**src/lsb_defines.vh**
```
// Constants for the LED sink brightness and status logic.
// Assumes inclusion by bare name from every design file of the block.
`ifndef LSB_DEFINES_VH
`define LSB_DEFINES_VH

// ************************************************
// Widths
// ************************************************
`define LSB_CHANNELS 16
`define LSB_SCALE_SR_W 8
`define LSB_SCALE_ACT_W 7
`define LSB_STATUS_W 17
`define LSB_GROUPS 4

// ************************************************
// Field positions
// ************************************************
`define LSB_REPEAT_BIT 7
`define LSB_STATUS_HEAT_BIT 16

// ************************************************
// Reset values
// ************************************************
`define LSB_SCALE_SR_RST 8'h00
`define LSB_SCALE_ACT_RST 7'h00
`define LSB_STATUS_RST 17'h00000
`define LSB_CHAN_RST 16'h0000

// ************************************************
// Timing counts in pwm_count_clock edges and i_clk cycles
// ************************************************
`define LSB_LOD_SAMPLE_CNT 16'h0020
`define LSB_PERIOD_LAST_CNT 16'hffff
`define LSB_GROUP_STEP 1

`endif

```
**src/lsb_group_delay.v**
```verilog
// Delay line that staggers one group of sink channels.
// Assumes the input is already registered in the i_clk domain.
`include "lsb_defines.vh"

module lsb_group_delay #(
	parameter W = 4,
	parameter DEPTH = 1
) (
	// Clock, reset, enable
	input wire i_clk,
	input wire i_srst,
	input wire i_ce,
	// Channel levels
	input wire [W-1:0] i_d,
	output wire [W-1:0] o_q
);

	reg [W-1:0] stage [0:DEPTH-1];
	integer k;

	always @(posedge i_clk) begin
		if (i_srst) begin
			for (k = 0; k < DEPTH; k = k + 1) begin
				stage[k] <= {W{1'b0}};
			end
		end else if (i_ce) begin
			stage[0] <= i_d;
			for (k = 1; k < DEPTH; k = k + 1) begin
				stage[k] <= stage[k-1];
			end
		end
	end

	assign o_q = stage[DEPTH-1];

endmodule

```
**src/lsb_sync.v**
```verilog
// Two flip-flop synchroniser for a bus of independent levels.
// Assumes each bit is a level from outside the i_clk domain.
`include "lsb_defines.vh"

module lsb_sync #(
	parameter W = 1
) (
	// Clock, reset, enable
	input wire i_clk,
	input wire i_srst,
	input wire i_ce,
	// Levels
	input wire [W-1:0] i_d,
	output reg [W-1:0] o_q
);

	reg [W-1:0] meta;

	// The first stage feeds only the second stage.
	always @(posedge i_clk) begin
		if (i_srst) begin
			meta <= {W{1'b0}};
			o_q <= {W{1'b0}};
		end else if (i_ce) begin
			meta <= i_d;
			o_q <= meta;
		end
	end

endmodule

```
**src/lsb_top.v**
```verilog
// Brightness latches, status word readout, open-LED and thermal control
// of a 16-channel constant-current LED sink driver.
// Assumes all serial-port pins, the pwm count clock, blanking and the
// analog indications arrive asynchronously, and that i_pwm_on and
// i_level_ok come from the grayscale engine on i_clk.
//
// Functional notes
// (RULE1) Scale shift register eight bits, active seven.
// (RULE2) Seven scale bits set all channel currents.
// (RULE3) Stage-one MSB is auto-repeat, not passed on.
// (RULE4) Bank high: shift data, capture on strobe rise.
// (RULE5) Controller changes bank only while shift low.
// (RULE6) Controller loads scale before enabling outputs.
// (RULE7) Seventeen-bit status word shifts out serially.
// (RULE8) First shift after strobe falls loads status.
// (RULE9) Open flags update on 33rd count edge.
// (RULE10) Flag only channels on; one means fault.
// (RULE11) Flag reads zero below minimum pwm level.
// (RULE12) Set open flag pulls fault pin immediately.
// (RULE13) Flagged channel off until next blank fall.
// (RULE14) Blank high floats fault pin for opens.
// (RULE15) Four staggered groups, index modulo four.
// (RULE16) Overheat trips outputs off, flag, pin low.
// (RULE17) Heat flag rechecked at shift fall after strobe.
// (RULE18) Thermal error drives pin even under blank.
// (RULE19) Restart after blank fall if cooled earlier.
// (RULE20) Controller strobes and blanks once after power-up.
// (RULE21) Controller ignores open flags until sampled.
// (RULE22) Blank high forces every output off.
// (RULE23) Auto-repeat reruns period; else runs once.
// (RULE24) Stage two refreshes on 65536th count edge.
// (RULE25) Heat and low-voltage comparisons are digital inputs.
`include "lsb_defines.vh"

module lsb_top (
	// Clock, reset, enable
	input wire i_clk,
	input wire i_srst,
	input wire i_ce,
	// Serial port pins
	input wire i_serial_input,
	input wire i_shift_clock,
	input wire i_latch_strobe,
	input wire i_bank_select,
	output reg o_serial_output,
	// Display control pins
	input wire i_blank,
	input wire i_pwm_count_clock,
	// Analog indications
	input wire i_overheat_trip,
	input wire i_overheat_release,
	input wire [15:0] i_low_out,
	// Grayscale engine, same clock
	input wire [15:0] i_pwm_on,
	input wire [15:0] i_level_ok,
	input wire i_gs_chain_bit,
	// Outputs to the sinks and the fault pin
	output reg [15:0] o_sink_channel,
	output reg [6:0] o_current_scale,
	output reg o_auto_repeat,
	output reg o_period_run,
	output reg o_fault_open_drain,
	output reg o_fault_oe_n
);

	// ************************************************
	// Pin synchronisers
	// ************************************************
	wire [7:0] pin_s;
	wire [15:0] low_s;
	wire sin_s = pin_s[7];
	wire sclk_s = pin_s[6];
	wire strobe_s = pin_s[5];
	wire bank_s = pin_s[4];
	wire blank_s = pin_s[3];
	wire pclk_s = pin_s[2];
	wire trip_s = pin_s[1];
	wire release_s = pin_s[0];

	// The analog comparisons are treated as plain digital levels. [RULE25]
	lsb_sync #(
		.W(8)
	) u_sync_pins (
		.i_clk(i_clk),
		.i_srst(i_srst),
		.i_ce(i_ce),
		.i_d({i_serial_input, i_shift_clock, i_latch_strobe, i_bank_select,
			i_blank, i_pwm_count_clock, i_overheat_trip, i_overheat_release}),
		.o_q(pin_s)
	);

	lsb_sync #(
		.W(16)
	) u_sync_low (
		.i_clk(i_clk),
		.i_srst(i_srst),
		.i_ce(i_ce),
		.i_d(i_low_out),
		.o_q(low_s)
	);

	// ************************************************
	// Edge detection
	// ************************************************
	reg sclk_d;
	reg strobe_d;
	reg blank_d;
	reg pclk_d;
	wire sclk_rise = sclk_s & ~sclk_d;
	wire sclk_fall = ~sclk_s & sclk_d;
	wire strobe_rise = strobe_s & ~strobe_d;
	wire strobe_fall = ~strobe_s & strobe_d;
	wire blank_rise = blank_s & ~blank_d;
	wire blank_fall = ~blank_s & blank_d;
	wire pclk_rise = pclk_s & ~pclk_d;

	always @(posedge i_clk) begin
		if (i_srst) begin
			sclk_d <= 1'b0;
			strobe_d <= 1'b0;
			blank_d <= 1'b0;
			pclk_d <= 1'b0;
		end else if (i_ce) begin
			sclk_d <= sclk_s;
			strobe_d <= strobe_s;
			blank_d <= blank_s;
			pclk_d <= pclk_s;
		end
	end

	// ************************************************
	// Scale shift register and latches
	// ************************************************
	reg [7:0] scale_sr;
	reg [7:0] scale_one;
	reg [6:0] scale_act;
	wire period_end;

	// Bank select is trusted to be stable around shift edges. [RULE5]
	always @(posedge i_clk) begin
		if (i_srst) begin
			scale_sr <= `LSB_SCALE_SR_RST;
			scale_one <= `LSB_SCALE_SR_RST;
		end else if (i_ce) begin
			if (sclk_rise && bank_s) begin
				scale_sr <= {scale_sr[6:0], sin_s}; // [RULE1] [RULE4]
			end
			if (strobe_rise && bank_s) begin
				scale_one <= scale_sr; // [RULE4]
			end
		end
	end

	// Stage two takes only the low seven bits; the top bit stays behind.
	always @(posedge i_clk) begin
		if (i_srst) begin
			scale_act <= `LSB_SCALE_ACT_RST;
		end else if (i_ce) begin
			if (strobe_rise && bank_s && blank_s) begin
				scale_act <= scale_sr[6:0]; // [RULE3]
			end else if (blank_rise || period_end) begin
				scale_act <= scale_one[6:0]; // [RULE24] [RULE3]
			end
		end
	end

	// ************************************************
	// Display period sequencing
	// ************************************************
	reg running;
	reg first_period;
	reg [15:0] pwm_cnt;
	wire count_edge = pclk_rise & running & ~blank_s;
	wire lod_sample = count_edge & first_period & (pwm_cnt == `LSB_LOD_SAMPLE_CNT);

	assign period_end = count_edge & (pwm_cnt == `LSB_PERIOD_LAST_CNT);

	always @(posedge i_clk) begin
		if (i_srst) begin
			running <= 1'b0;
			first_period <= 1'b0;
			pwm_cnt <= 16'h0000;
		end else if (i_ce) begin
			if (blank_s) begin
				running <= 1'b0;
				first_period <= 1'b0;
				pwm_cnt <= 16'h0000;
			end else if (blank_fall) begin
				running <= 1'b1;
				first_period <= 1'b1;
				pwm_cnt <= 16'h0000;
			end else if (count_edge) begin
				pwm_cnt <= pwm_cnt + 16'h0001;
				if (period_end) begin
					first_period <= 1'b0;
					running <= scale_one[`LSB_REPEAT_BIT]; // [RULE23]
				end
			end
		end
	end

	// ************************************************
	// Open-LED detection and auto output off
	// ************************************************
	reg [15:0] open_led_flag;
	reg [15:0] lod_off;
	// Only channels on and above the minimum level can report a fault.
	wire [15:0] lod_hit = i_pwm_on & i_level_ok & low_s & ~lod_off; // [RULE10] [RULE11]

	always @(posedge i_clk) begin
		if (i_srst) begin
			open_led_flag <= `LSB_CHAN_RST;
			lod_off <= `LSB_CHAN_RST;
		end else if (i_ce) begin
			if (lod_sample) begin
				open_led_flag <= lod_hit; // [RULE9] [RULE10]
				lod_off <= lod_off | lod_hit; // [RULE13]
			end else if (count_edge && pwm_cnt == 16'h0000 && first_period) begin
				lod_off <= `LSB_CHAN_RST; // [RULE13]
			end
		end
	end

	// ************************************************
	// Thermal shutdown
	// ************************************************
	reg overheat_flag;
	reg overheat_shutdown;
	reg heat_check_armed;
	reg cool_at_blank;
	reg restart_armed;

	always @(posedge i_clk) begin
		if (i_srst) begin
			overheat_flag <= 1'b0;
			overheat_shutdown <= 1'b0;
			heat_check_armed <= 1'b0;
			cool_at_blank <= 1'b0;
			restart_armed <= 1'b0;
		end else if (i_ce) begin
			if (strobe_fall && !bank_s) begin
				heat_check_armed <= 1'b1;
			end else if (sclk_fall) begin
				heat_check_armed <= 1'b0;
			end
			// A trip wins over any clear in the same cycle.
			if (trip_s) begin
				overheat_flag <= 1'b1; // [RULE16]
			end else if (heat_check_armed && sclk_fall && release_s) begin
				overheat_flag <= 1'b0; // [RULE17]
			end
			if (blank_rise) begin
				cool_at_blank <= release_s & ~trip_s; // [RULE19]
			end
			if (blank_fall) begin
				restart_armed <= 1'b1;
			end else if (pclk_rise) begin
				restart_armed <= 1'b0;
			end
			if (trip_s) begin
				overheat_shutdown <= 1'b1; // [RULE16]
			end else if (restart_armed && pclk_rise && !blank_s && cool_at_blank) begin
				overheat_shutdown <= 1'b0; // [RULE19]
			end
		end
	end

	// ************************************************
	// Group stagger and sink outputs
	// ************************************************
	reg [15:0] sink_req;
	wire [15:0] sink_dly;
	wire [15:0] next_sink;
	genvar g;

	always @(posedge i_clk) begin
		if (i_srst) begin
			sink_req <= `LSB_CHAN_RST;
		end else if (i_ce) begin
			sink_req <= i_pwm_on & ~lod_off & {16{running & ~blank_s & ~overheat_shutdown}};
		end
	end

	// Group g holds channels g, g+4, g+8, g+12 and lags by g+1 steps.
	generate
		for (g = 0; g < `LSB_GROUPS; g = g + 1) begin : grp
			lsb_group_delay #(
				.W(4),
				.DEPTH((g + 1) * `LSB_GROUP_STEP)
			) u_dly (
				.i_clk(i_clk),
				.i_srst(i_srst),
				.i_ce(i_ce),
				.i_d({sink_req[g+12], sink_req[g+8], sink_req[g+4], sink_req[g]}),
				.o_q({sink_dly[g+12], sink_dly[g+8], sink_dly[g+4], sink_dly[g]}) // [RULE15]
			);
		end
	endgenerate

	// Trips, blanking and open faults bypass the stagger so shutoff is immediate.
	assign next_sink = sink_dly & ~lod_off & ~({16{lod_sample}} & lod_hit)
		& {16{~blank_s & ~trip_s & ~overheat_shutdown}}; // [RULE22] [RULE16]

	always @(posedge i_clk) begin
		if (i_srst) begin
			o_sink_channel <= `LSB_CHAN_RST;
			o_current_scale <= `LSB_SCALE_ACT_RST;
			o_auto_repeat <= 1'b0;
			o_period_run <= 1'b0;
		end else if (i_ce) begin
			o_sink_channel <= next_sink; // [RULE13] [RULE15]
			o_current_scale <= scale_act; // [RULE2]
			o_auto_repeat <= scale_one[`LSB_REPEAT_BIT]; // [RULE3]
			o_period_run <= running;
		end
	end

	// ************************************************
	// Status word and serial output
	// ************************************************
	reg [16:0] status_sr;
	reg status_load_armed;

	always @(posedge i_clk) begin
		if (i_srst) begin
			status_sr <= `LSB_STATUS_RST;
			status_load_armed <= 1'b0;
		end else if (i_ce) begin
			if (strobe_fall) begin
				status_load_armed <= 1'b1;
			end else if (sclk_rise) begin
				status_load_armed <= 1'b0;
			end
			if (sclk_rise && status_load_armed) begin
				status_sr <= {overheat_flag, open_led_flag}; // [RULE8]
			end else if (sclk_rise && !bank_s) begin
				status_sr <= {status_sr[15:0], i_gs_chain_bit}; // [RULE7]
			end
		end
	end

	always @(posedge i_clk) begin
		if (i_srst) begin
			o_serial_output <= 1'b0;
		end else if (i_ce) begin
			o_serial_output <= bank_s ? scale_sr[7] : status_sr[`LSB_STATUS_HEAT_BIT]; // [RULE7]
		end
	end

	// ************************************************
	// Fault open-drain pin
	// ************************************************
	// The pin only ever pulls low; blanking masks opens but not heat.
	wire open_now = (|open_led_flag) | (lod_sample & (|lod_hit));

	always @(posedge i_clk) begin
		if (i_srst) begin
			o_fault_open_drain <= 1'b0;
			o_fault_oe_n <= 1'b1;
		end else if (i_ce) begin
			o_fault_open_drain <= 1'b0;
			o_fault_oe_n <= ~((open_now & ~blank_s) | overheat_flag | trip_s); // [RULE12] [RULE14] [RULE18]
		end
	end

endmodule

```
**config.mk**
```make
export PLATFORM = sky130hd
export DESIGN_NAME = lsb_top
export DESIGN_NICKNAME = d
export VERILOG_FILES = /design/src/lsb_group_delay.v /design/src/lsb_sync.v /design/src/lsb_top.v
export VERILOG_INCLUDE_DIRS = /design/src
export SDC_FILE = /design/constraint.sdc
export NUM_CORES = 1
export LEC_CHECK = 0
export BUFFER_PORTS_ARGS = -buffer_cell sky130_fd_sc_hd__buf_2
export CAP_MARGIN = 40
export CELL_PAD_IN_SITES_DETAIL_PLACEMENT = 1
export CELL_PAD_IN_SITES_GLOBAL_PLACEMENT = 2
export CORE_ASPECT_RATIO = 0.6
export CORE_MARGIN = 8
export CORE_UTILIZATION = 41
export DETAILED_ROUTE_END_ITERATION = 16
export HOLD_SLACK_MARGIN = 0.02
export PLACE_DENSITY = 0.94
export RECOVER_POWER = 100
export SETUP_SLACK_MARGIN = 0.4
export SLEW_MARGIN = 20
export SYNTH_ARGS = -nofsm -noshare
export SYNTH_HDL_FRONTEND = slang
export SYNTH_SLANG_ARGS = --single-unit
```
**constraint.sdc**
```tcl
create_clock -name i_clk -period 5.2 [get_ports i_clk]
set_input_delay 0.52 -clock i_clk [delete_from_list [all_inputs] [get_ports i_clk]]
set_output_delay 0.52 -clock i_clk [all_outputs]
set_load 0.005 [all_outputs]
```
* Yosys cells after proc, flatten, opt, wreduce, memory -nomap -nowiden
Memory sizes are Yosys's and may differ from the RTL's.
Index checks and enable logic that the tools add are counted.
** Word-level totals
- Bits in registers :: 191
- Output and inout bits :: 28
- Bits in read-only memories :: 0
- Latch bits :: 0
- RAM bits :: 40
- Word-level logic and storage cells :: 178
- Memories kept :: 4
- Input bits :: 60
** Operators by class
- $mul :: 0
- Equal/unequal tests :: 2
- Add/sub/neg operators :: 1
- Divide/modulo/power cells :: 0
- Multiplexer cells :: 44
- Bitwise logic cells :: 53
- Reductions and logical operators :: 44
- $lt $le $gt $ge :: 0
- Shift operators :: 0
** Memory list
- grp[3].u_dly.stage :: words 4, width 4, read ports 4, clocked after memory_dff 0, wr ports 4, RTL line lsb_group_delay.v:18 : reg [W-1:0] stage [0:DEPTH-1];
- grp[2].u_dly.stage :: words 3, width 4, read ports 3, clocked after memory_dff 0, wr ports 3, RTL line lsb_group_delay.v:18
- grp[1].u_dly.stage :: words 2, width 4, read ports 2, clocked after memory_dff 0, wr ports 2, RTL line lsb_group_delay.v:18
- grp[0].u_dly.stage :: words 1, width 4, read ports 1, clocked after memory_dff 0, wr ports 1, RTL line lsb_group_delay.v:18
** Operators by type and width (count)
- 16-bit bitwise AND :: 9
- 16-bit two-way mux :: 5
- 4-bit two-way mux :: 10
- 17-bit two-way mux :: 2
- 16-bit NOT :: 2
- 16-bit OR reduction :: 2
- 2-bit AND reduction :: 13
- 1-bit two-way mux :: 25
- 1-bit bitwise AND :: 19
- 16-bit by 1-bit adder with 16-bit output, second input constant :: 1
- 16-bit == test, second input constant :: 1
- 16-bit by 6-bit == test with 1-bit output, second input constant :: 1
- 16-bit zero test :: 1
- 16-bit bitwise OR :: 1
- 2-bit nonzero test :: 8
- 7-bit two-way mux :: 2
- 1-bit logical AND :: 13
- 1-bit bitwise OR :: 12
- 1-bit NOT :: 10
- 3-bit nonzero test :: 2
- 4-bit OR reduction :: 1
- 3-bit AND reduction :: 1
- 1-bit zero test :: 2
- 1-bit logical OR :: 1

* Depth between registers and ports, before layout
Gate-level depths: netlist (run 1).
- Word-level depth :: 12
- Mapped depth :: 8
- Gate-level depth less buffers :: 7

* Modules after synthesis
Synthesis (run 1) repeated with hierarchy kept, for this count alone.
** Second synthesis, totals
- Cell total of the unflattened synthesis :: 965
- Area, all modules :: 9539.1 µm²
** Modules (own cells, without submodules)
- lsb_top :: sequential area each 2862.7 µm², area each 6077.1 µm², instances 1, cells an instance 710
- lsb_sync at u_sync_low :: sequential area each 640.6 µm², area each 1163.6 µm², instances 1, cells an instance 103
- lsb_group_delay at grp[3].u_dly :: sequential area each 480.5 µm², area each 686.9 µm², instances 1, cells an instance 39
- lsb_sync at u_sync_pins :: sequential area each 320.3 µm², area each 580.6 µm², instances 1, cells an instance 52
- lsb_group_delay at grp[2].u_dly :: sequential area each 360.3 µm², area each 523.0 µm², instances 1, cells an instance 31
- lsb_group_delay at grp[1].u_dly :: sequential area each 240.2 µm², area each 346.6 µm², instances 1, cells an instance 21
- lsb_group_delay at grp[0].u_dly :: sequential area each 120.1 µm², area each 161.4 µm², instances 1, cells an instance 9

* Worst setup path after synthesis (run 1)
Ideal clock, no wire load.
- Path type :: input -> register
- Start point :: input port i_srst
- End point :: memory grp[0].u_dly.stage[0][0], enable pin
- Path slack :: 2.960 ns
- Stages :: 4
- Arrival time :: 1.845 ns
- Buffers on the path :: 2
- Required time :: 4.806 ns
- Cell sequence :: clkbuf_1 nor2_1 clkbuf_1 inv_1
** On the way
- Longest elaborated chain between the ends :: 4
- Elaborated cells on any way between the ends :: 6
- Classes of those cells :: 5 x mux; 1 x reduce/logical
** Ends and longest elaborated chain
- start, declared :: RTL line lsb_top.v:38 : input wire i_srst,
- 1-bit two-way mux :: RTL line lsb_group_delay.v:22 : if (i_srst) begin
- 1-bit two-way mux (implied by the code) :: RTL line lsb_group_delay.v:27 : stage[0] <= i_d;
- 4-bit OR reduction (no source line)
- 1-bit two-way mux (no source line) *
- end, declared :: RTL line lsb_group_delay.v:18
Every way passes the cells marked *; elsewhere a longest branch is shown, timed or not.

==> results of run 1 <==
-- layout by cell type, fill, tap and decap left out, types with 3 or more instances in the layout --
| cell type | count |
|---|---|
| dfxtp_1 | 191 |
| nor2_1 | 139 |
| mux2i_1 | 99 |
| buf_2 | 67 |
| nand2_1 | 61 |
| edfxtp_1 | 40 |
| inv_1 | 39 |
| clkbuf_1 | 31 |
| a21oi_1 | 30 |
| and2_1 | 30 |
| a211oi_1 | 29 |
| nand3_1 | 27 |
| nor4_1 | 23 |
| clkbuf_16 | 22 |
| o2bb2ai_1 | 16 |
| a32o_1 | 16 |
| o41ai_1 | 14 |
| and2_0 | 11 |
| xor2_1 | 7 |
| nand4_1 | 6 |
| nand3b_1 | 6 |
| o21ai_0 | 6 |
| o22ai_1 | 6 |
| buf_4 | 6 |
| nor3b_1 | 5 |
| nand4b_1 | 5 |
| xnor2_1 | 5 |
| a31oi_1 | 4 |
| bufinv_16 | 4 |
| nand2b_1 | 3 |
| clkbuf_8 | 3 |
-- cells in the mapped netlist (2+ instances only) --
cell	number	area share (%)
nand2_1	61	2.5
a32o_1	16	1.7
and2_1	41	2.8
clkbuf_1	38	1.6
o21ai_1	2	0.11
mux2i_1	99	11
inv_1	39	1.6
nor2_1	141	5.8
nor2b_1	2	0.14
nor4b_2	2	0.33
xnor2_1	5	0.48
dfxtp_1	191	42
xor2_1	7	0.67
buf_1	10	0.41
o2bb2ai_1	16	1.5
a211oi_1	28	2.3
nand2b_1	3	0.20
ha_1	2	0.27
nor3b_1	5	0.41
nor4_4	2	0.46
o22ai_1	6	0.41
edfxtp_1	40	13
a31oi_1	4	0.27
nor3_1	2	0.11
nor4_1	23	1.6
o41ai_1	14	1.3
nand3_1	27	1.5
buf_6	2	0.24
nand4_1	6	0.41
o21ai_0	4	0.22
o211ai_1	2	0.16
nand3b_1	6	0.49
nand4b_1	5	0.48
a22o_1	2	0.19
buf_4	3	0.24
buf_2	4	0.22
a21oi_1	30	1.6
-- per-layer routing --
metal | vias to the layer above | part of all wire, %
met5 | - | 0
met4 | 0 | 1.3
met3 | 26 | 5.4
met1 | 3416 | 51
met2 | 155 | 43
li1 | 3347 | -
-- worst max-delay path: cells and delay by family --
| kind | cells | cell delay (ns) |
|---|---|---|
| buffers and inverters | 5 | 3.13 |
| AND/OR/NAND/NOR | 1 | 0.23 |
-- worst max-delay path by stage --
stage	start	endpoint	slack, ns	cells after the start
after floorplan	i_srst	grp[0].u_dly.stage[0][0]	2.96	4
after global placement	i_ce	o_sink_channel[1]	2.15	6
after detailed placement	i_ce	o_sink_channel[8]	2.45	5
after CTS	pwm_cnt[0]	lod_off[9]	2.66	7
after global routing	i_ce	grp[1].u_dly.stage[0][7]	1.28	6
final	i_ce	grp[1].u_dly.stage[0][7]	1.50	6
-- power by group through the flow --
stage               clock network (mW)  logic [mW]  registers, mW
finish                            1.71       0.172           1.90
global route                      1.82       0.191           1.90
CTS                               1.75       0.179           1.89
detailed placement                   0       0.178           1.93
global placement                     0       0.165           1.93
floorplan                            0       0.106           1.92
-- cell type report --
type | instances | area, µm²
clock buffer | 32 | 618
clock inverter | 6 | 144
fill | 2448 | 11400
inverter | 40 | 150
multi-input combinational | 580 | 3770
sequential | 231 | 5020
tap | 286 | 358
timing repair buffer | 101 | 544
-- cell families (layout without fill, tap and decap cells) --
logic type / after synthesis / after routing / share of synthesized area (%)
AOI/OAI and AO/OA: 129 / 129 / 10.4
other: 1 / 1 / 0.0408
muxes: 99 / 99 / 10.8
xor gates and xnor gates: 12 / 12 / 1.14
and+or+nand+nor: 337 / 337 / 18.4
buffers and inverters: 97 / 179 / 4.30
adders and majority gates: 2 / 2 / 0.272
DFF: 231 / 231 / 54.7
-- sequential cells by signal, summed over array words and instances, names as in the netlist, 8 cells and up --
name	count
o_sink_channel	16
u_sync_pins.meta	8
lod_off	16
open_led_flag	16
u_sync_pins.o_q	8
u_sync_low.meta	16
grp.u_dly.stage	40
status_sr	17
sink_req	16
scale_sr	8
scale_one	8
pwm_cnt	16
u_sync_low.o_q	16
==> flow_summary.ini, run 1 <==
[run_status]
status = complete, but fails checks
violations = max-capacitance violations, max-slew violations

[worst_setup_path]
slowest_delay_ns = 1.22
r2r-end = open_led_flag[7]
arrival_ns = 3.91
reg2reg_setup_slack_ns = 2.27
cp-start-kind = input pin
crit_slowest_cell = clkbuf_1
r2r_cells = 6
path_class = input pin to flip-flop
path_max_fanout = 33
cp-end-kind = flip-flop
reg2reg_from = first_period
crit_chain = clkbuf_1 -> nor2_2 -> clkbuf_1 -> inv_1 -> clkbuf_1 -> clkbuf_1
cpMostUsedCell = clkbuf_1
crit_required_ns = 5.41

[floorplanning]
die_h_um = 132
start_util_pct = 41.8
core_um2 = 22000
boundaryPins = 88
fp.dieW_um = 209
row_count = 42
fp.dieArea_um2 = 27600

[clock_network]
clock_latency_ns = 0.51
path_clk_slew_ns = 0.06
cts_buffer_depth = 3
cts_resized = 0
holdBufCountCts = 0
cts_htree_levels = 1
clockRootBuffer = clkbuf_16
cts_tree = yes
post-cts-setup-buffer-count = 0
cts_buffers = 22
clock-sinks = 231

[global_route]
grt_overflow = 0
grt_usage_pct = 17.6
met2_usage_pct = 26.0
met3_usage_pct = 3.11
use_met1_pct = 26.4
grt_pass1_vias = 7229
grt_max_degree = 58
grt_pass1_wl_mm = 40.0
grt_antenna_before_repair = 0
top_usage_layer = met1

[job]
maxCapViolCount = 2

[timing]
rsz0062_at_grt = false
period_share_pct = 71.2
fin_worst_skew_ns = 0.0161
worstMarginPinSlew_ns = 1.67
hold_slack_ns = 0.247
period_minus_slack_ns = 3.70
tns_ns = 0
hold_viol = 0
max_freq_mhz = 270
drv_slew = 55
setup_viol = 0
setup_slack_ns = 1.50
slew_headroom_pct = -11.6

[place]
place_congestion = 0.794
place_ws_ns = 2.45
hpwl_mm = 17.4
placed_area_um2 = 9930
place_inst = 1238
portBuffers = 86

[yosys]
synth_warnings = 0
synth_area_um2 = 9190
syn_avg_cell_area_um2 = 10.1
syn-num-nets = 970
synth_edf_count = 40
synth_cells = 908
synthArstFlopShare_pct = 0
yosysSeqAreaShare_pct = 54.7
ys_seq_elements = 231
ys_types = 55
synthFlopType = dfxtp_1

[worst_hold_path]
hold_depth = 3
hp-class = input pin to flip-flop
worstHoldEndpoint = u_sync_low.meta[15]
hold_start = i_low_out[15]

[pwr]
ir_worst_vdd_uv = 199
power_density_nw_per_um2 = 356
power_frac_comb_pct = 4.6
p_int_mw = 2.96
p_switching_mw = 0.817
p_seq_share_pct = 50.2
swShare_pct = 21.6
power_mw = 3.77
power.leakage_nw = 4.07
pwr-share-clk_pct = 45.2

[routing]
finalWirelength_mm = 24.7
ant_nets = 0
wl_per_cell_um = 19.4
dr_total_vias = 6944
first_pass_iters = 5
route.detailed.drc = 0
via_per_inst = 5.44
first_iter_violations = 385

[cells_and_area]
drive_gt1_share_pct = 11.9
fin_util_pct = 48.2
final_area_um2 = 10600
fin_nets = 1038
area_growth_pct = 15.4
diodes = 0
final_cells = 1276
Note: power is estimated with default switching activity, not from simulation.
==> inputs of run 2 (changes only) <==
--- a/config.mk
+++ b/config.mk
@@ -12,10 +12,10 @@
 export CELL_PAD_IN_SITES_GLOBAL_PLACEMENT = 2
 export CORE_ASPECT_RATIO = 0.6
 export CORE_MARGIN = 8
-export CORE_UTILIZATION = 41
+export CORE_UTILIZATION = 38
 export DETAILED_ROUTE_END_ITERATION = 16
 export HOLD_SLACK_MARGIN = 0.02
-export PLACE_DENSITY = 0.94
+export PLACE_DENSITY = 0.89
 export RECOVER_POWER = 100
 export SETUP_SLACK_MARGIN = 0.4
 export SLEW_MARGIN = 20
==> constraint.sdc (replaced) <==
create_clock -name i_clk -period 3.41 [get_ports i_clk]
set_input_delay 0.341 -clock i_clk [delete_from_list [all_inputs] [get_ports i_clk]]
set_output_delay 0.341 -clock i_clk [all_outputs]
set_load 0.005 [all_outputs]
==> run 2 against run 1 <==
Against the previous run: the run still ends with max-capacitance violations, max-slew violations left; first-iteration DRC count grew 53%; clock skew grew 0.0093 ns; count of clock-buffer cells in the layout shrank 1; hold slack lost 0.21 ns; global-route usage shrank 0.66 points; core utilization shrank 4.1 points; largest power group unchanged; clock power grew 44%; critical path depth is the same; sequential cell count is the same; sequential share of layout area grew 0.29 points.
==> flow_summary.ini, run 2 (synthesis results as in run 1) <==
[run_status]
status = complete, but fails checks
violations = max-capacitance violations, max-slew violations

[worst_hold_path]
hp-class = input pin to flip-flop
hold_start = i_low_out[13]

[clock_network]
cts_buffer_depth = 3
cts_buffers = 23
clock_latency_ns = 0.54
clock-sinks = 231
holdBufCountCts = 0
cts_tree = yes
cts_htree_levels = 1
cts_resized = 0
clockRootBuffer = clkbuf_16
post-cts-setup-buffer-count = 0
path_clk_slew_ns = 0.06

[worst_setup_path]
reg2reg_from = pwm_cnt[2]
crit_required_ns = 3.75
path_class = flip-flop to flip-flop
path_max_fanout = 17
arrival_ns = 3.04
cp-start-kind = flip-flop
cp-end-kind = flip-flop
cp-startpoint = pwm_cnt[2]

[timing]
drv_slew = 37
max_freq_mhz = 371
fin_worst_skew_ns = 0.0255
rsz0062_at_grt = false
hold_slack_ns = 0.0385
worstMarginPinSlew_ns = 1.69
tns_ns = 0
setup_viol = 0
setup_slack_ns = 0.714
slew_headroom_pct = -12.8
period_minus_slack_ns = 2.70
hold_viol = 0
period_share_pct = 79.1

[global_route]
grt_usage_pct = 16.9
top_usage_layer = met1
grt_pass1_wl_mm = 40.3
use_met1_pct = 25.8
grt_max_degree = 57
grt_antenna_before_repair = 1
grt_pass1_vias = 7067
grt_overflow = 0
met2_usage_pct = 23.9
met3_usage_pct = 3.80

[floorplanning]
core_um2 = 23900
die_h_um = 136
row_count = 44
boundaryPins = 88
fp.dieW_um = 217
fp.dieArea_um2 = 29600
start_util_pct = 38.4

[routing]
via_per_inst = 5.28
route.detailed.drc = 0
ant_nets = 0
first_iter_violations = 589
wl_per_cell_um = 19.0
finalWirelength_mm = 25.0
first_pass_iters = 5
dr_total_vias = 6943

[place]
hpwl_mm = 17.6
place_ws_ns = 1.04
place_inst = 1272
place_congestion = 0.807
portBuffers = 86

[pwr]
power.leakage_nw = 4.02
ir_worst_vdd_uv = 295
p_switching_mw = 1.30
p_int_mw = 4.32
pwr-share-clk_pct = 44.0
power_frac_comb_pct = 4.5
power_mw = 5.62
power_density_nw_per_um2 = 533
swShare_pct = 23.2
p_seq_share_pct = 51.4

[cells_and_area]
drive_gt1_share_pct = 11.9
largest_reg_flops = 40
final_cells = 1314
regMostFlops = grp.u_dly.stage
mostFrequentLayoutCells = dfxtp_1 (191), nor2_1 (140), mux2i_1 (99)
diodes = 0
reg.largest.list = grp.u_dly.stage: 40 flops, status_sr: 17 flops
area_growth_pct = 14.7
final_common_cell = dfxtp_1
fin_nets = 1037

[job]
maxCapViolCount = 1
-- run 2: cell count changes in the layout (fill, tap and decap cells not counted), sizes merged --
cell / delta
inv: +1
clkinv: +6
clkinvlp: +1
buf: -5
bufinv: -3
clkbuf: +2
-- run 2: cell type report --
type | instances | area, µm²
clock buffer | 31 | 626
sequential | 231 | 5020
inverter | 40 | 150
multi-input combinational | 580 | 3750
clock inverter | 11 | 97.6
tap | 322 | 403
fill | 2755 | 13400
timing repair buffer | 99 | 490
-- run 2: power by group through the flow --
stage / clock (mW) / sequential, mW / combinational (mW)
6_report: 2.47 / 2.89 / 0.255
5_1_grt: 2.65 / 2.90 / 0.283
4_1_cts: 2.54 / 2.89 / 0.262
3_5_place_dp: 0 / 2.95 / 0.260
3_3_place_gp: 0 / 2.95 / 0.252
2_1_floorplan: 0 / 2.93 / 0.162
-- run 2: worst paths after layout --
check	to	slack (ns)	cells after the start
worst max-delay path	open_led_flag[13]	0.71	6
worst max register to register	open_led_flag[13]	0.71	6
worst min register to register	o_sink_channel[4]	0.46	2
worst min-delay path	u_sync_low.meta[13]	0.04	3
-- run 2: worst max-delay path, cell delays in order (launching register included) --
cell and delay (ns):
dfxtp_1 0.36, nor4_2 0.47, nand4_4 0.37, nor4_1 0.60
buf_4 0.40, mux2i_1 0.25, nor2_1 0.06
-- run 2: metrics by stage --
| stage | area (µm²) | util (%) |
|---|---|---|
| detailed placement | 9890 | 41.3 |
| global placement | 9890 | 41.3 |
| floorplan | 9190 | - |
| global route | 10500 | 44.0 |
| finish | 10500 | 44.0 |
| CTS | 10600 | 44.3 |
-- run 2: routing by layer --
| metal | vias to the layer above | share of wire (%) |
|---|---|---|
| li1 | 3353 | - |
| met1 | 3409 | 53 |
| met2 | 148 | 40 |
| met3 | 31 | 5.6 |
| met4 | 2 | 1.3 |
| met5 | - | 0.044 |
